### src/pkg/pdc_pkg.sv
// Shared constants and types for the decoder and port configuration block.
`default_nettype none
package pdc_pkg;
  // Decode input vector layout, low bit first.
  localparam int PDC_NIN       = 16;
  localparam int PDC_IN_ALE    = 0;
  localparam int PDC_IN_WR     = 1;
  localparam int PDC_IN_RD     = 2;
  localparam int PDC_IN_PAGE   = 3;
  localparam int PDC_IN_A16    = 7;
  localparam int PDC_IN_A11    = 11;
  // Product term slots in the shared term array.
  localparam int PDC_T_EPROM   = 0;
  localparam int PDC_T_SRAM    = 8;
  localparam int PDC_T_IOPORT  = 9;
  localparam int PDC_T_TIN     = 10;
  localparam int PDC_T_TAOUT   = 11;
  localparam int PDC_T_TWOUT   = 12;
  localparam int PDC_T_GRP_A   = 13;
  localparam int PDC_T_GRP_B   = 29;
  localparam int PDC_T_GRP_C   = 37;
  localparam int PDC_NTERMS    = 40;
  localparam int PDC_A_TERMS   = 4;
  localparam int PDC_B_TERMS   = 2;
  localparam int PDC_SYNC_W    = 32;
  // Port A register offsets from the I/O select base; also the bus index.
  localparam logic [4:0] PDC_OFF_PIN  = 5'h02;
  localparam logic [4:0] PDC_OFF_DIR  = 5'h04;
  localparam logic [4:0] PDC_OFF_DATA = 5'h06;
  localparam logic [5:0] PDC_IDX_STAT = 6'h08;
  localparam logic [7:0] PDC_DIR_RST  = 8'h00;
  localparam logic [7:0] PDC_DATA_RST = 8'h00;
  // Read and write signalling styles, strobe style bit then method bit.
  typedef enum logic [1:0] {
    PDC_STB_PULSES  = 2'b00,
    PDC_STB_ENABLE  = 2'b01,
    PDC_STB_RSVD    = 2'b10,
    PDC_STB_DSTROBE = 2'b11
  } pdc_strobe_t;
endpackage
`default_nettype wire

### src/rtl/pdc_sync.sv
// Two-stage synchroniser for pin inputs.
`timescale 1ns/1ns
`default_nettype none
module pdc_sync
  import pdc_pkg::*;
#(
  parameter int W = 8
) (
  input  wire logic         clk,
  input  wire logic         rst_n,
  input  wire logic [W-1:0] d,
  output var  logic [W-1:0] q
);
  logic [W-1:0] meta_q;

  initial begin
    if (W < 1) $error("pdc_sync width must be at least one");
  end

  // The first stage feeds only the second stage.
  always_ff @(posedge clk) begin
    if (!rst_n) begin
      meta_q <= '0;
      q      <= '0;
    end else begin
      meta_q <= d;
      q      <= meta_q;
    end
  end
endmodule
`default_nettype wire

### src/rtl/pdc_term_array.sv
// Programmable AND array: each term matches true, complement or ignore.
`timescale 1ns/1ns
`default_nettype none
module pdc_term_array
  import pdc_pkg::*;
#(
  parameter int NIN = 16,
  parameter int NT  = 40
) (
  input  wire logic [NIN-1:0]    in_vec,
  input  wire logic [NT*NIN-1:0] care,
  input  wire logic [NT*NIN-1:0] match,
  output var  logic [NT-1:0]     hit
);
  initial begin
    if (NIN < 1 || NT < 1) $error("pdc_term_array needs inputs and terms");
  end

  // A term is true when every cared input equals its programmed level.
  always_comb begin
    for (int t = 0; t < NT; t++) begin
      hit[t] = &(~care[t*NIN +: NIN] | ~(in_vec ^ match[t*NIN +: NIN]));
    end
  end
endmodule
`default_nettype wire

### src/rtl/pdc_decoder_port.sv
// Address decode array with Port A pin logic and a Wishbone register slave.
//
// Overview of operation
// - Standby setting 0 and standby pin high deselects all and powers down.
// - Reset deselects every select and never enters a product term.
// - Eight EPROM bank selects, one product term each.
// - One SRAM select from a single product term.
// - One I/O port select from one product term sets register base.
// - Track mode: inbound select plus read drives Port A onto AD pins.
// - Track mode: address-out select plus ALE drives AD address to Port A.
// - Track mode: write-out select drives AD data to Port A.
// - External selects 0 to 3 each OR four product terms.
// - External selects 4 to 7 each OR two product terms.
// - External selects 8 to 10 use one term, routed to Port C.
// - Settings are fixed in operation; erased settings all read zero.
// - Bus width setting: 0 gives 8-bit, 1 gives 16-bit data bus.
// - Multiplex setting: 0 separate buses, 1 multiplexed address and data.
// - ALE polarity 0 high 1 low; reset polarity 0 low 1 high.
// - On the multiplexed bus, track setting 0 uses per-pin function; 1 puts port in track mode.
// - A16 to A19 latched or transparent; each is logic or address input.
// - Non-multiplexed low address transparent or ALE latched by setting.
// - Strobe style selects read/write pulses, enable or data strobe.
// - Per-pin settings for Port A, Port B and Port C functions.
// - I/O pin direction and data flops; flops and pin levels readable.
// - Address pins output a port address latch caught at ALE trailing edge.
// - Track mode with no condition leaves Port A released.
// - Pin, direction, data registers at base plus 2, 4, 6; pin read only.
`timescale 1ns/1ns
`default_nettype none
module pdc_decoder_port
  import pdc_pkg::*;
(
  input  wire logic                       CLK,
  input  wire logic                       RST_N,
  // Wishbone register slave.
  input  wire logic                       CYC_I,
  input  wire logic                       STB_I,
  input  wire logic                       WE_I,
  input  wire logic [7:0]                 ADR_I,
  input  wire logic [3:0]                 SEL_I,
  input  wire logic [31:0]                DAT_I,
  output var  logic [31:0]                DAT_O,
  output var  logic                       ACK_O,
  // Static configuration settings.
  input  wire logic                       BUS_WIDTH_CFG,
  input  wire logic                       MUXED_BUS_CFG,
  input  wire logic                       STANDBY_OR_ADDR_CFG,
  input  wire logic                       LATCH_STROBE_POLARITY_CFG,
  input  wire logic                       RESET_POLARITY_CFG,
  input  wire logic                       PORT_A_TRACK_CFG,
  input  wire logic [7:0]                 PORT_A_PIN_FUNC_CFG,
  input  wire logic [7:0]                 PORT_A_DRIVE_CFG,
  input  wire logic [7:0]                 PORT_B_PIN_FUNC_CFG,
  input  wire logic [7:0]                 PORT_B_DRIVE_CFG,
  input  wire logic [2:0]                 PORT_C_PIN_FUNC_CFG,
  input  wire logic                       UPPER_ADDR_LATCH_CFG,
  input  wire logic [3:0]                 UPPER_ADDR_LOGIC_CFG,
  input  wire logic                       NONMUX_ADDR_LATCH_CFG,
  input  wire logic                       STROBE_STYLE_CFG,
  input  wire logic                       RW_METHOD_CFG,
  input  wire logic [PDC_NTERMS*PDC_NIN-1:0] TERM_CARE_CFG,
  input  wire logic [PDC_NTERMS*PDC_NIN-1:0] TERM_MATCH_CFG,
  // Host bus pins.
  input  wire logic [15:0]                AD_I,
  output var  logic [7:0]                 AD_O,
  output var  logic                       AD_OE,
  input  wire logic                       STANDBY_PIN,
  input  wire logic                       RD_PIN,
  input  wire logic                       WR_PIN,
  input  wire logic                       ALE_PIN,
  input  wire logic                       RESET_PIN,
  input  wire logic [3:0]                 PAGE_INPUTS,
  // Ports.
  input  wire logic [7:0]                 PORT_A_I,
  output var  logic [7:0]                 PORT_A_O,
  output var  logic [7:0]                 PORT_A_OE,
  output var  logic [7:0]                 PORT_B_SEL_O,
  output var  logic [7:0]                 PORT_B_SEL_OE,
  input  wire logic [2:0]                 PORT_C_I,
  output var  logic [2:0]                 PORT_C_O,
  output var  logic [2:0]                 PORT_C_OE,
  // Internal selects.
  output var  logic [7:0]                 EPROM_BANK_SELECTS,
  output var  logic                       SRAM_SELECT,
  output var  logic                       IO_PORT_SELECT,
  output var  logic [10:0]                EXT_SELECT_N,
  output var  logic                       POWER_DOWN
);
  logic [PDC_SYNC_W-1:0] sync_q;
  logic [15:0]           s_ad;
  logic [7:0]            s_pa;
  logic [2:0]            s_pc;
  logic                  s_stby, s_rd, s_wr, s_ale, s_rst;
  logic                  rd_act, wr_act, ale_act, dev_reset, standby;
  logic                  off_all;
  logic [15:0]           ale_hold_q;
  logic [3:0]            up_hold_q;
  logic [15:0]           addr;
  logic [3:0]            up_live, up_addr;
  logic [15:0]           lo_pick, hi_pick, up_pick;
  logic                  ale_prev_q, wr_prev_q;
  logic [7:0]            pa_addr_q, wr_data_q;
  logic [4:0]            wr_off_q;
  logic [PDC_NIN-1:0]    dec_in;
  logic [PDC_NTERMS-1:0] hit;
  logic [10:0]           ext_sel;
  logic [7:0]            dir_q, data_q;
  logic                  io_sel, host_rd, host_wr;
  logic                  wb_req, wb_wr;
  logic [7:0]            pa_o_d, pa_oe_d, ad_o_d;
  logic                  ad_oe_d;
  pdc_strobe_t           style;

  // Picks the latched value while latching is on and ALE is idle, else the live pin value.
  function automatic logic [15:0] pick(input logic lat_en,
                                       input logic ale,
                                       input logic [15:0] live,
                                       input logic [15:0] held);
    pick = (lat_en && !ale) ? held : live;
  endfunction

  // Port A register read by offset; unknown offsets read zero.
  function automatic logic [7:0] pa_read(input logic [4:0] off,
                                         input logic [7:0] pin,
                                         input logic [7:0] dir,
                                         input logic [7:0] dat);
    case (off)
      PDC_OFF_PIN:  pa_read = pin;
      PDC_OFF_DIR:  pa_read = dir;
      PDC_OFF_DATA: pa_read = dat;
      default:      pa_read = 8'h00;
    endcase
  endfunction

  // Open drain pins only pull low; CMOS pins drive both levels.
  function automatic logic od_en(input logic od, input logic en,
                                 input logic val);
    od_en = od ? (en & ~val) : en;
  endfunction

  // All pin inputs except PAGE_INPUTS are resynchronised before any logic looks at them.
  pdc_sync #(.W(PDC_SYNC_W)) u_sync (
    .clk   (CLK),
    .rst_n (RST_N),
    .d     ({AD_I, PORT_A_I, PORT_C_I, STANDBY_PIN, RD_PIN, WR_PIN,
             ALE_PIN, RESET_PIN}),
    .q     (sync_q)
  );
  assign {s_ad, s_pa, s_pc, s_stby, s_rd, s_wr, s_ale, s_rst} = sync_q;

  // Strobe decoding by signalling style; the unused code acts as pulses.
  assign style = pdc_strobe_t'({STROBE_STYLE_CFG, RW_METHOD_CFG});
  always_comb begin
    case (style)
      PDC_STB_ENABLE: begin
        rd_act = s_rd & s_wr;
        wr_act = s_rd & ~s_wr;
      end
      PDC_STB_DSTROBE: begin
        rd_act = ~s_rd & s_wr;
        wr_act = ~s_rd & ~s_wr;
      end
      default: begin
        rd_act = ~s_rd;
        wr_act = ~s_wr;
      end
    endcase
  end

  // Polarity of ALE and of the reset pin; standby only in standby mode.
  assign ale_act   = s_ale ^ LATCH_STROBE_POLARITY_CFG;
  assign dev_reset = RESET_POLARITY_CFG ? s_rst : ~s_rst;
  assign standby   = ~STANDBY_OR_ADDR_CFG & s_stby;
  assign off_all   = dev_reset | standby;
  assign POWER_DOWN = standby;

  // Address holding registers follow the pins while ALE is active.
  always_ff @(posedge CLK) begin
    if (!RST_N) begin
      ale_hold_q <= 16'h0000;
      up_hold_q  <= 4'h0;
    end else if (ale_act) begin
      ale_hold_q <= s_ad;
      up_hold_q  <= up_live;
    end
  end

  // Low address: latched in mux mode, by setting otherwise; the high
  // byte is multiplexed only on the 16-bit multiplexed bus.
  always_comb begin
    lo_pick = pick(MUXED_BUS_CFG | NONMUX_ADDR_LATCH_CFG, ale_act,
                   s_ad, ale_hold_q);
    hi_pick = pick(MUXED_BUS_CFG ? BUS_WIDTH_CFG : NONMUX_ADDR_LATCH_CFG,
                   ale_act, s_ad, ale_hold_q);
    addr    = {hi_pick[15:8], lo_pick[7:0]};
  end

  // A16 to A18 come from Port C inputs, A19 from the standby pin.
  always_comb begin
    up_live = {s_stby & STANDBY_OR_ADDR_CFG, s_pc & ~PORT_C_PIN_FUNC_CFG};
    up_pick = pick(UPPER_ADDR_LATCH_CFG, ale_act, {12'h000, up_live},
                   {12'h000, up_hold_q});
    for (int i = 0; i < 4; i++) begin
      up_addr[i] = UPPER_ADDR_LOGIC_CFG[i] ? up_pick[i] : up_live[i];
    end
  end

  // Port address latch loads on the trailing edge of ALE.
  always_ff @(posedge CLK) begin
    if (!RST_N) begin
      ale_prev_q <= 1'b0;
      pa_addr_q  <= 8'h00;
    end else begin
      ale_prev_q <= ale_act;
      if (ale_prev_q && !ale_act) begin
        pa_addr_q <= ale_hold_q[7:0];
      end
    end
  end

  // Decode input vector; reset has no place in it.
  always_comb begin
    dec_in = '0;
    dec_in[PDC_IN_ALE]        = ale_act;
    dec_in[PDC_IN_WR]         = wr_act;
    dec_in[PDC_IN_RD]         = rd_act;
    dec_in[PDC_IN_PAGE +: 4]  = PAGE_INPUTS;
    dec_in[PDC_IN_A16 +: 4]   = up_addr;
    dec_in[PDC_IN_A11 +: 5]   = addr[15:11];
  end

  pdc_term_array #(.NIN(PDC_NIN), .NT(PDC_NTERMS)) u_terms (
    .in_vec (dec_in),
    .care   (TERM_CARE_CFG),
    .match  (TERM_MATCH_CFG),
    .hit    (hit)
  );

  // External selects: wide, narrow and single-term groups.
  always_comb begin
    for (int i = 0; i < 4; i++) begin
      ext_sel[i] = |hit[PDC_T_GRP_A + i*PDC_A_TERMS +: PDC_A_TERMS];
      ext_sel[4+i] = |hit[PDC_T_GRP_B + i*PDC_B_TERMS +: PDC_B_TERMS];
    end
    ext_sel[10:8] = hit[PDC_T_GRP_C +: 3];
  end

  // Registered selects, all forced inactive under reset or standby.
  always_ff @(posedge CLK) begin
    if (!RST_N || off_all) begin
      EPROM_BANK_SELECTS <= 8'h00;
      SRAM_SELECT        <= 1'b0;
      IO_PORT_SELECT     <= 1'b0;
      EXT_SELECT_N       <= 11'h7ff;
    end else begin
      EPROM_BANK_SELECTS <= hit[PDC_T_EPROM +: 8];
      SRAM_SELECT        <= hit[PDC_T_SRAM];
      IO_PORT_SELECT     <= hit[PDC_T_IOPORT];
      EXT_SELECT_N       <= ~ext_sel;
    end
  end

  // Host access to Port A registers inside the I/O select space.
  assign io_sel  = hit[PDC_T_IOPORT] & ~off_all;
  assign host_rd = io_sel & rd_act
                 & (pa_read(addr[4:0], 8'hff, 8'hff, 8'hff) != 8'h00);
  assign host_wr = wr_prev_q & ~wr_act;

  // Write data and offset are captured while the write strobe is active.
  always_ff @(posedge CLK) begin
    if (!RST_N) begin
      wr_prev_q <= 1'b0;
      wr_data_q <= 8'h00;
      wr_off_q  <= 5'h00;
    end else begin
      wr_prev_q <= wr_act & io_sel;
      if (wr_act && io_sel) begin
        wr_data_q <= MUXED_BUS_CFG ? s_ad[7:0] : s_pa;
        wr_off_q  <= addr[4:0];
      end
    end
  end

  // Wishbone handshake: one answer per request, dropped the next cycle.
  assign wb_req = CYC_I & STB_I & ~ACK_O;
  assign wb_wr  = wb_req & WE_I & SEL_I[0];
  always_ff @(posedge CLK) begin
    if (!RST_N) begin
      ACK_O <= 1'b0;
      DAT_O <= 32'h0000_0000;
    end else begin
      ACK_O <= wb_req;
      if (wb_req && !WE_I) begin
        if (ADR_I[7:2] == PDC_IDX_STAT) begin
          DAT_O <= {9'h000, POWER_DOWN, IO_PORT_SELECT, SRAM_SELECT, 1'b0,
                    ~EXT_SELECT_N, EPROM_BANK_SELECTS};
        end else if (ADR_I[7] == 1'b0) begin
          DAT_O <= {24'h000000,
                    pa_read(ADR_I[6:2], s_pa, dir_q, data_q)};
        end else begin
          DAT_O <= 32'h0000_0000;
        end
      end
    end
  end

  // Direction and data flops; a host pin write wins over Wishbone.
  always_ff @(posedge CLK) begin
    if (!RST_N || dev_reset) begin
      dir_q  <= PDC_DIR_RST;
      data_q <= PDC_DATA_RST;
    end else if (host_wr) begin
      if (wr_off_q == PDC_OFF_DIR)  dir_q  <= wr_data_q;
      if (wr_off_q == PDC_OFF_DATA) data_q <= wr_data_q;
    end else if (wb_wr && ADR_I[7] == 1'b0) begin
      if (ADR_I[6:2] == PDC_OFF_DIR)  dir_q  <= DAT_I[7:0];
      if (ADR_I[6:2] == PDC_OFF_DATA) data_q <= DAT_I[7:0];
    end
  end

  // Pin drive for Port A and the low AD byte.
  always_comb begin
    pa_o_d  = 8'h00;
    pa_oe_d = 8'h00;
    ad_o_d  = 8'h00;
    ad_oe_d = 1'b0;
    if (!MUXED_BUS_CFG) begin
      // Port A is the data bus; it drives only register reads.
      if (host_rd) begin
        pa_o_d  = pa_read(addr[4:0], s_pa, dir_q, data_q);
        pa_oe_d = 8'hff;
      end
    end else if (PORT_A_TRACK_CFG) begin
      if (off_all) begin
        pa_oe_d = 8'h00;
      end else if (hit[PDC_T_TIN] && rd_act) begin
        ad_o_d  = s_pa;
        ad_oe_d = 1'b1;
      end else if (hit[PDC_T_TAOUT] && ale_act) begin
        pa_o_d  = s_ad[7:0];
        pa_oe_d = 8'hff;
      end else if (hit[PDC_T_TWOUT]) begin
        pa_o_d  = s_ad[7:0];
        pa_oe_d = 8'hff;
      end
    end else begin
      for (int i = 0; i < 8; i++) begin
        pa_o_d[i]  = PORT_A_PIN_FUNC_CFG[i] ? pa_addr_q[i] : data_q[i];
        pa_oe_d[i] = PORT_A_PIN_FUNC_CFG[i] | dir_q[i];
      end
    end
    if (MUXED_BUS_CFG && host_rd && !ad_oe_d) begin
      ad_o_d  = pa_read(addr[4:0], s_pa, dir_q, data_q);
      ad_oe_d = 1'b1;
    end
    for (int i = 0; i < 8; i++) begin
      pa_oe_d[i] = od_en(PORT_A_DRIVE_CFG[i], pa_oe_d[i], pa_o_d[i]);
      pa_o_d[i]  = pa_o_d[i] & ~PORT_A_DRIVE_CFG[i];
    end
  end

  // Registered pin outputs.
  always_ff @(posedge CLK) begin
    if (!RST_N) begin
      PORT_A_O  <= 8'h00;
      PORT_A_OE <= 8'h00;
      AD_O      <= 8'h00;
      AD_OE     <= 1'b0;
    end else begin
      PORT_A_O  <= pa_o_d;
      PORT_A_OE <= pa_oe_d;
      AD_O      <= ad_o_d;
      AD_OE     <= ad_oe_d;
    end
  end

  // Port B select outputs and Port C select outputs.
  always_ff @(posedge CLK) begin
    if (!RST_N) begin
      PORT_B_SEL_O  <= 8'hff;
      PORT_B_SEL_OE <= 8'h00;
      PORT_C_O      <= 3'h7;
      PORT_C_OE     <= 3'h0;
    end else begin
      for (int i = 0; i < 8; i++) begin
        PORT_B_SEL_O[i]  <= EXT_SELECT_N[i] & ~PORT_B_DRIVE_CFG[i];
        PORT_B_SEL_OE[i] <= od_en(PORT_B_DRIVE_CFG[i],
                                  ~PORT_B_PIN_FUNC_CFG[i]
                                  & ~(~MUXED_BUS_CFG & BUS_WIDTH_CFG),
                                  EXT_SELECT_N[i]);
      end
      PORT_C_O  <= EXT_SELECT_N[10:8];
      PORT_C_OE <= PORT_C_PIN_FUNC_CFG;
    end
  end

  // Settings are plain inputs; all-zero inputs give the erased behaviour.
  initial begin
    if (PDC_NTERMS != PDC_T_GRP_C + 3) $error("term slot layout broken");
  end
endmodule
`default_nettype wire

### config.mk
export PLATFORM = sky130hd
export DESIGN_NAME = pdc_decoder_port
export DESIGN_NICKNAME = d
export VERILOG_FILES = /design/src/pkg/pdc_pkg.sv /design/src/rtl/pdc_sync.sv /design/src/rtl/pdc_term_array.sv /design/src/rtl/pdc_decoder_port.sv
export SDC_FILE = /design/constraint.sdc
export NUM_CORES = 1
export LEC_CHECK = 0
export ABC_AREA = 1
export BUFFER_PORTS_ARGS = -buffer_cell sky130_fd_sc_hd__buf_2
export CAP_MARGIN = 0
export CORE_AREA = 4 4 593 595
export DETAILED_ROUTE_END_ITERATION = 8
export DIE_AREA = 0 0 597 599
export HOLD_SLACK_MARGIN = 0.02
export PLACE_DENSITY = 0.3
export REMOVE_ABC_BUFFERS = 1
export SYNTH_ARGS = -nofsm -noshare
export SYNTH_HDL_FRONTEND = slang
export SYNTH_SLANG_ARGS = --single-unit
### constraint.sdc
create_clock -name CLK -period 2.1 [get_ports CLK]
set_input_delay 0.105 -clock CLK [delete_from_list [all_inputs] [get_ports CLK]]
set_output_delay 0.105 -clock CLK [all_outputs]
set_load 0.02 [all_outputs]
# Yosys cells after proc, flatten, opt, wreduce, memory -nomap -nowiden
# Index checks and enable logic that the tools add are counted.
# totals
out_inout_bits,102
word_cells,464
input_bits,1414
register_bits,224
# classes
muxes,73
bitwise_logic,281
eq_ne,13
reduce_logical,72
# op_table
cell,count
$not 16->16,80
$or 16x16->16,40
$reduce_and 16->1,40
$xor 16x16->16,40
$mux 8,30
$and 1x1->1,56
$not 1->1,50
$pmux 8 s3,2
$mux 1,35
$eq 5x3->1 const B,6
$mux 23,1
$not 11->11,2
$mux 16,1
$reduce_or 4->1,4
$logic_and 1x1->1,11
$eq 5x2->1 const B,2
$or 1x1->1,10
$reduce_bool 8->1,1
$reduce_or 2->1,4
$eq 6x4->1 const B,1
$reduce_and 3->1,2
$reduce_bool 2->1,3
$mux 5,1
$logic_not 1->1,4
other kinds (10),13

# Logic depth before layout (Yosys ltp)
# depth
word_depth,18
depth_mapped,19
ltp_nobuf,18

# Cells and area by module
# A second synthesis with hierarchy kept.
# unflattened
cells_unflattened,4302
area_unflattened_um2,22042.4
# by_module_without_submodules
module,cells_per_inst,area_per_inst_um2,seq_area_each_um2,instances
pdc_term_array,3279,13973.4,0.0,1
pdc_decoder_port,824,6228.5,2942.8,1
pdc_sync,199,1840.5,1281.2,1

# Worst setup path before layout
# OpenSTA, ideal clock, no wires.
# synth_timing
kind,register to register
from,register u_sync.q[1]
to,register AD_O[7]
setup_time_ns,0.140
n_path_buf,2
t_arrival_ns,1.833
path_slack_ns,0.128
synth_period_minus_slack_ns,1.972
required_ns,1.960
stages_incl_launch_ff,17
cell_sequence,dfxtp_1 -> inv_1 -> nand2_2 -> nand2_4 -> buf_6 -> nand3_1 -> nand2_1 -> buf_4 -> nand2_1 -> nand3_1 -> nand2_1 -> nor2_1 -> nand3_2 -> nor3_4 -> nor2_2 -> nand3_1 -> a21oi_1
# synth_via
elab_chain_cells,17
word_cells_on_any_way,43
cone_classes,eq/ne: 3; mux: 18; bitwise: 10; reduce/logical: 12
# synth_lines
item,line_no,text
from (decl),pdc_sync.sv:12,output var logic [W-1:0] q
from (signal assigned),pdc_sync.sv:27,q <= meta_q;
$xor 1x1->1 (*),pdc_decoder_port.sv:171,assign ale_act = s_ale ^ LATCH_STROBE_POLARITY_CFG;
$logic_not 1->1,pdc_decoder_port.sv:119,pick = (lat_en && !ale) ? held : live;
$logic_and 1x1->1,pdc_decoder_port.sv:119,
$mux 4,pdc_decoder_port.sv:119,
$mux 1,pdc_decoder_port.sv:204,up_addr[i] = UPPER_ADDR_LOGIC_CFG[i] ? up_pick[i] : up_live[i];
$xor 16x16->16,pdc_term_array.sv:22,hit[t] = &(~care[t*NIN +: NIN] | ~(in_vec ^ match[t*NIN +: NIN]));
$not 16->16,pdc_term_array.sv:22,
$or 16x16->16,pdc_term_array.sv:22,
$reduce_and 16->1,pdc_term_array.sv:22,
$logic_and 1x1->1,pdc_decoder_port.sv:336,end else if (hit[PDC_T_TIN] && rd_act) begin
$mux 1,pdc_decoder_port.sv:336,
$mux 1,pdc_decoder_port.sv:334,if (off_all) begin
$mux 1,pdc_decoder_port.sv:333,end else if (PORT_A_TRACK_CFG) begin
$mux 1,pdc_decoder_port.sv:327,if (!MUXED_BUS_CFG) begin
$logic_not 1->1,pdc_decoder_port.sv:352,if (MUXED_BUS_CFG && host_rd && !ad_oe_d) begin
$logic_and 1x1->1,pdc_decoder_port.sv:352,
$mux 8 (*),pdc_decoder_port.sv:352,
to (signal assigned),pdc_decoder_port.sv:372,AD_O <= ad_o_d;
to (decl),pdc_decoder_port.sv:65,"output var logic [7:0] AD_O,"
# Mark *: on every way between the ends. The rest lies on a longest branch, timed or not.
# A chain may end at the register's enable or synchronous reset.

# Worst setup path after layout
# layout_timing
from,register u_sync.q[1]
to,register EXT_SELECT_N[7]
# layout_via
elab_chain_cells,11
word_cells_on_any_way,20
cone_classes,mux: 6; bitwise: 8; reduce/logical: 6
# layout_lines
item,line_no,text
$xor 1x1->1 (*),pdc_decoder_port.sv:171,
$logic_not 1->1,pdc_decoder_port.sv:119,
$logic_and 1x1->1,pdc_decoder_port.sv:119,
$mux 4,pdc_decoder_port.sv:119,
$mux 1,pdc_decoder_port.sv:204,
$xor 16x16->16,pdc_term_array.sv:22,
$not 16->16,pdc_term_array.sv:22,
$or 16x16->16,pdc_term_array.sv:22,
$reduce_and 16->1,pdc_term_array.sv:22,
$reduce_or 2->1 (*),pdc_decoder_port.sv:243,ext_sel[4+i] = |hit[PDC_T_GRP_B + i*PDC_B_TERMS +: PDC_B_TERMS];
$not 11->11 (*),pdc_decoder_port.sv:259,EXT_SELECT_N <= ~ext_sel;
to (signal assigned),pdc_decoder_port.sv:259,
to (decl),pdc_decoder_port.sv:86,"output var logic [10:0] EXT_SELECT_N,"
# Marks and branches as above.

==> summary.md <==
| Metric | Value |
|---|---|
| Outcome | `finished with violations` |
| Failing checks | `setup timing` |
| Worst hold stages | `5` |
| Share of cells above drive strength 1 | `0.445` |
| Cell Int Power | `11.4 mW` |
| Final Instance Area | `0.0468 mm^2` |
| Total of max-cap violations | `0` |
| Place WS | `-0.906 ns` |
| Most common cell in the synthesized netlist | `nand2_1` |
| Async S/R FF share, synth | `0` |
| Critical Path AT | `3.12 ns` |
| CP max FO | `7` |
| I/O Pins | `1,516` |
| Post-synth cell types | `58` |
| CTS Buffer Depth | `3` |
| M1 GR Usage | `0.203` |
| DR iter-0 viols | `2,976` |
| First-pass GRT wire length | `409,000 um` |
| Root Driver | `clkbuf_16` |
| Hpwl dp | `304,000 um` |
| Synth area leader | `dfxtp_1` |
| Grt peak-use layer | `met2` |
| Final Hold Viols | `0` |
| Net Sw Power | `7.70 mW` |
| Die height | `599 um` |
| Initial Utilization | `0.0556` |
| Sequential fraction of the synthesis area | `0.213` |
| Flop pwr share | `0.214` |
| Total grt overflow | `0` |
| Clock transition at the registers of the reported paths | `0.06 ns` |
| Port Buf Inserts | `1,473` |
| Wire per inst | `32.4 um` |
| Setup crit start kind | `register` |
| Syn_area_per_cell | `5.67 um^2` |
| Combinational share of power | `0.455` |
| Register bit total from synthesis | `205` |
| Worst Hold Class | `primary input to register` |
| Final Worst Setup Slack | `-0.481 ns` |
| Antenna violations before repair | `482` |
| Sw frac | `0.402` |
| Fmax | `0.388 GHz` |
| RR Endpoint | `EXT_SELECT_N[7]` |
| Die ar. | `0.358 mm^2` |
| Placed cells | `9,623` |
| Met2 global-route usage | `0.315` |
| Cell Count, Final, Fillers Out | `10,586` |
| Number of core rows | `216` |
| Final worst-path cycle share | `1.23` |
| RSZ-0062 raised after global routing | `true` |
| Sink Count | `205` |
| Number of H-tree levels | `2` |
| DRC violations left | `0` |
| Final setup vio count | `60` |
| CTS tree | `done` |
| Area contributors post-synth | `dfxtp_1 21%, nand2_1 18%, nand3_1 7.7%, inv_1 7.1%, o21ai_0 7.0%` |
| NumNets Final | `7,187` |
| Area growth syn-to-layout | `143%` |
| Cells after Synth | `3,398` |
| Critical Path RT | `2.64 ns` |
| Tmin final | `2.58 ns` |
| Routed WL | `343,000 um` |
| Fill count | `40,693` |
| Met3 Usage GRT | `0.0659` |
| Largest net degree at the start of global routing | `89` |
| Total track usage | `0.181` |
| Hold Crit Endpoint | `EPROM_BANK_SELECTS[2]` |
| Max-Slew Margin vs Limit | `0.295` |
| Power density over cell area | `409 mW/mm^2` |
| Vias | `36,013` |
| Synth cell count leaders | `932 x nand2_1, 362 x inv_1, 352 x nor2_1` |
| Peak supply drop | `0.000499 V` |
| DRT antenna net count | `0` |
| Vias per cell | `3.40` |
| Crit Reg-Reg Startpoint | `u_sync.q[1]` |
| Netlist Area Pre-Place | `0.0193 mm^2` |
| Clk pwr share | `0.331` |
| Vias in the first global route | `34,210` |
| Final Max Tran Viols | `0` |
| Die width | `597 um` |
| Gpl congestion | `1.06` |
| Critical path type | `register to register` |
| Post-synth EDFFs | `0` |
| Area share of the largest cell type after synthesis | `0.213` |
| Clock Latency Late Sink | `0.66 ns` |
| Leakage | `21.2 nW` |
| Final Power | `19.1 mW` |
| HP Start | `TERM_MATCH_CFG[42]` |
| Post-Route Skew | `0.0566 ns` |
| CTS Buf Count | `36` |
| Number of iterations in the first detailed-routing pass | `6` |
| Critical path capture point type | `register` |
| Post-synth top flop | `dfxtp_1` |
| R2R Setup Slk | `-0.48 ns` |
| Number of synthesis warnings | `0` |
| Post-DP Area | `0.0349 mm^2` |
| Core area | `0.346 mm^2` |
| Worst slew pin tran | `1.06 ns` |
| R2r worst-path depth | `18` |
[area by class of cell]
cell class,instances,area (um^2),share of cell area
Antenna cell,209,523,0.0112
Clock inverter,18,190,0.00406
Multi-Input combinational cell,2666,15300,0.328
Tap cell,4578,5730,0.122
Sequential cell,205,4110,0.0878
Inverter,375,1510,0.0322
Timing Repair Buffer,2489,18400,0.394
Clock buffer,46,958,0.0205
[flip-flops by register name (all words and copies together), names as in the netlist, 11 cells and up]
register       cells
u_sync.q          29
DAT_O             22
EXT_SELECT_N      11
u_sync.meta_q     29
ale_hold_q        13
[cells in the final DEF (no fill, tap or decap), types with 25 or more instances in the layout]
| master | count |
|---|---|
| nand4_1 | 30 |
| dfxtp_1 | 203 |
| buf_2 | 1468 |
| buf_4 | 255 |
| o21ai_0 | 206 |
| or2_2 | 132 |
| nand3_1 | 227 |
| nor2_2 | 35 |
| xor2_1 | 60 |
| o22ai_1 | 44 |
| a21oi_2 | 29 |
| nand2_1 | 851 |
| nor4_2 | 25 |
| a21oi_1 | 206 |
| o21ai_1 | 30 |
| nor2_1 | 292 |
| nand2_4 | 37 |
| buf_6 | 68 |
| inv_1 | 354 |
| nand2_2 | 54 |
| diode_2 | 209 |
| nor2_4 | 34 |
| o21ai_2 | 38 |
| buf_12 | 90 |
| nand3_2 | 63 |
| clkbuf_16 | 43 |
| dlygate4sd3_1 | 564 |
[cells by family (layout without fill, tap and decap cells)]
group,after synthesis,after routing,share of synthesized area
AO/OA/AOI/OAI,691,691,0.202
XOR/XNOR,72,72,0.0328
buffers and inverters,541,2928,0.117
flip-flops,205,205,0.213
multiplexers,4,4,0.00208
other,1,219,0.000195
AND/OR/NAND/NOR,1884,1889,0.433
[worst max-delay path: stages, from the launching register on]
cell	delay [ns]
dfxtp_4	0.36
inv_4	0.08
nand2_8	0.07
nand2_8	0.14
buf_6	0.14
nand3_4	0.06
nand2_4	0.10
nand2_8	0.07
buf_12	0.15
buf_12	0.14
buf_12	0.14
buf_12	0.14
buf_12	0.14
o21ai_2	0.12
a21oi_2	0.05
nor4_2	0.24
nand3_1	0.15
nand2_1	0.10
nand2_1	0.05
[metal layers]
metal / vias up / share of wire
met5: - / 0.0038
met2: 2213 / 0.48
li1: 16168 / -
met3: 804 / 0.093
met1: 16632 / 0.38
met4: 196 / 0.043
[through the flow]
| stage | hold slack (ns) | TNS [ns] | utilization |
|---|---|---|---|
| 4_1_cts | 0.0207 | -24.72 | 0.128 |
| 3_5_place_dp | 0.275 | -41.18 | 0.101 |
| 2_1_floorplan | 0.174 | -58.00 | - |
| 6_report | 0.0791 | -19.56 | 0.135 |
| 5_1_grt | 0.0496 | -27.96 | 0.135 |
| 3_3_place_gp | 0.274 | -41.11 | 0.101 |
[what timing repair did]
item / 4_1_cts / 5_1_grt
endpoints found under the hold margin: 121 / 3
hold buffers: 560 / 6
cloned: 10 / 8
pin swaps: 122 / 157
setup endpoints to repair: 76 / 85
setup buffers: 74 / 45
resized for setup: 425 / 349
[power groups by stage]
stage	sequential [mW]	clock [mW]	combinational [mW]
6_report	4.09	6.33	8.72
5_1_grt	4.10	6.79	9.33
4_1_cts	4.09	6.75	8.38
3_5_place_dp	4.17	0	6.46
3_3_place_gp	4.17	0	6.47
2_1_floorplan	4.18	0	2.03
[worst max path at each step]
| stage | start | end | slack (ns) | cells after the start |
|---|---|---|---|---|
| after global placement | u_sync.q[1] | EXT_SELECT_N[3] | -0.86 | 14 |
| after global routing | u_sync.q[1] | wr_data_q[5] | -0.59 | 18 |
| final | u_sync.q[1] | EXT_SELECT_N[7] | -0.48 | 18 |
| after CTS | u_sync.q[1] | wr_data_q[4] | -0.46 | 18 |
| after floorplan | u_sync.q[1] | wr_data_q[0] | -1.31 | 14 |
| after detailed placement | u_sync.q[1] | EXT_SELECT_N[1] | -0.91 | 16 |
Power figures use the tool's default switching activity.
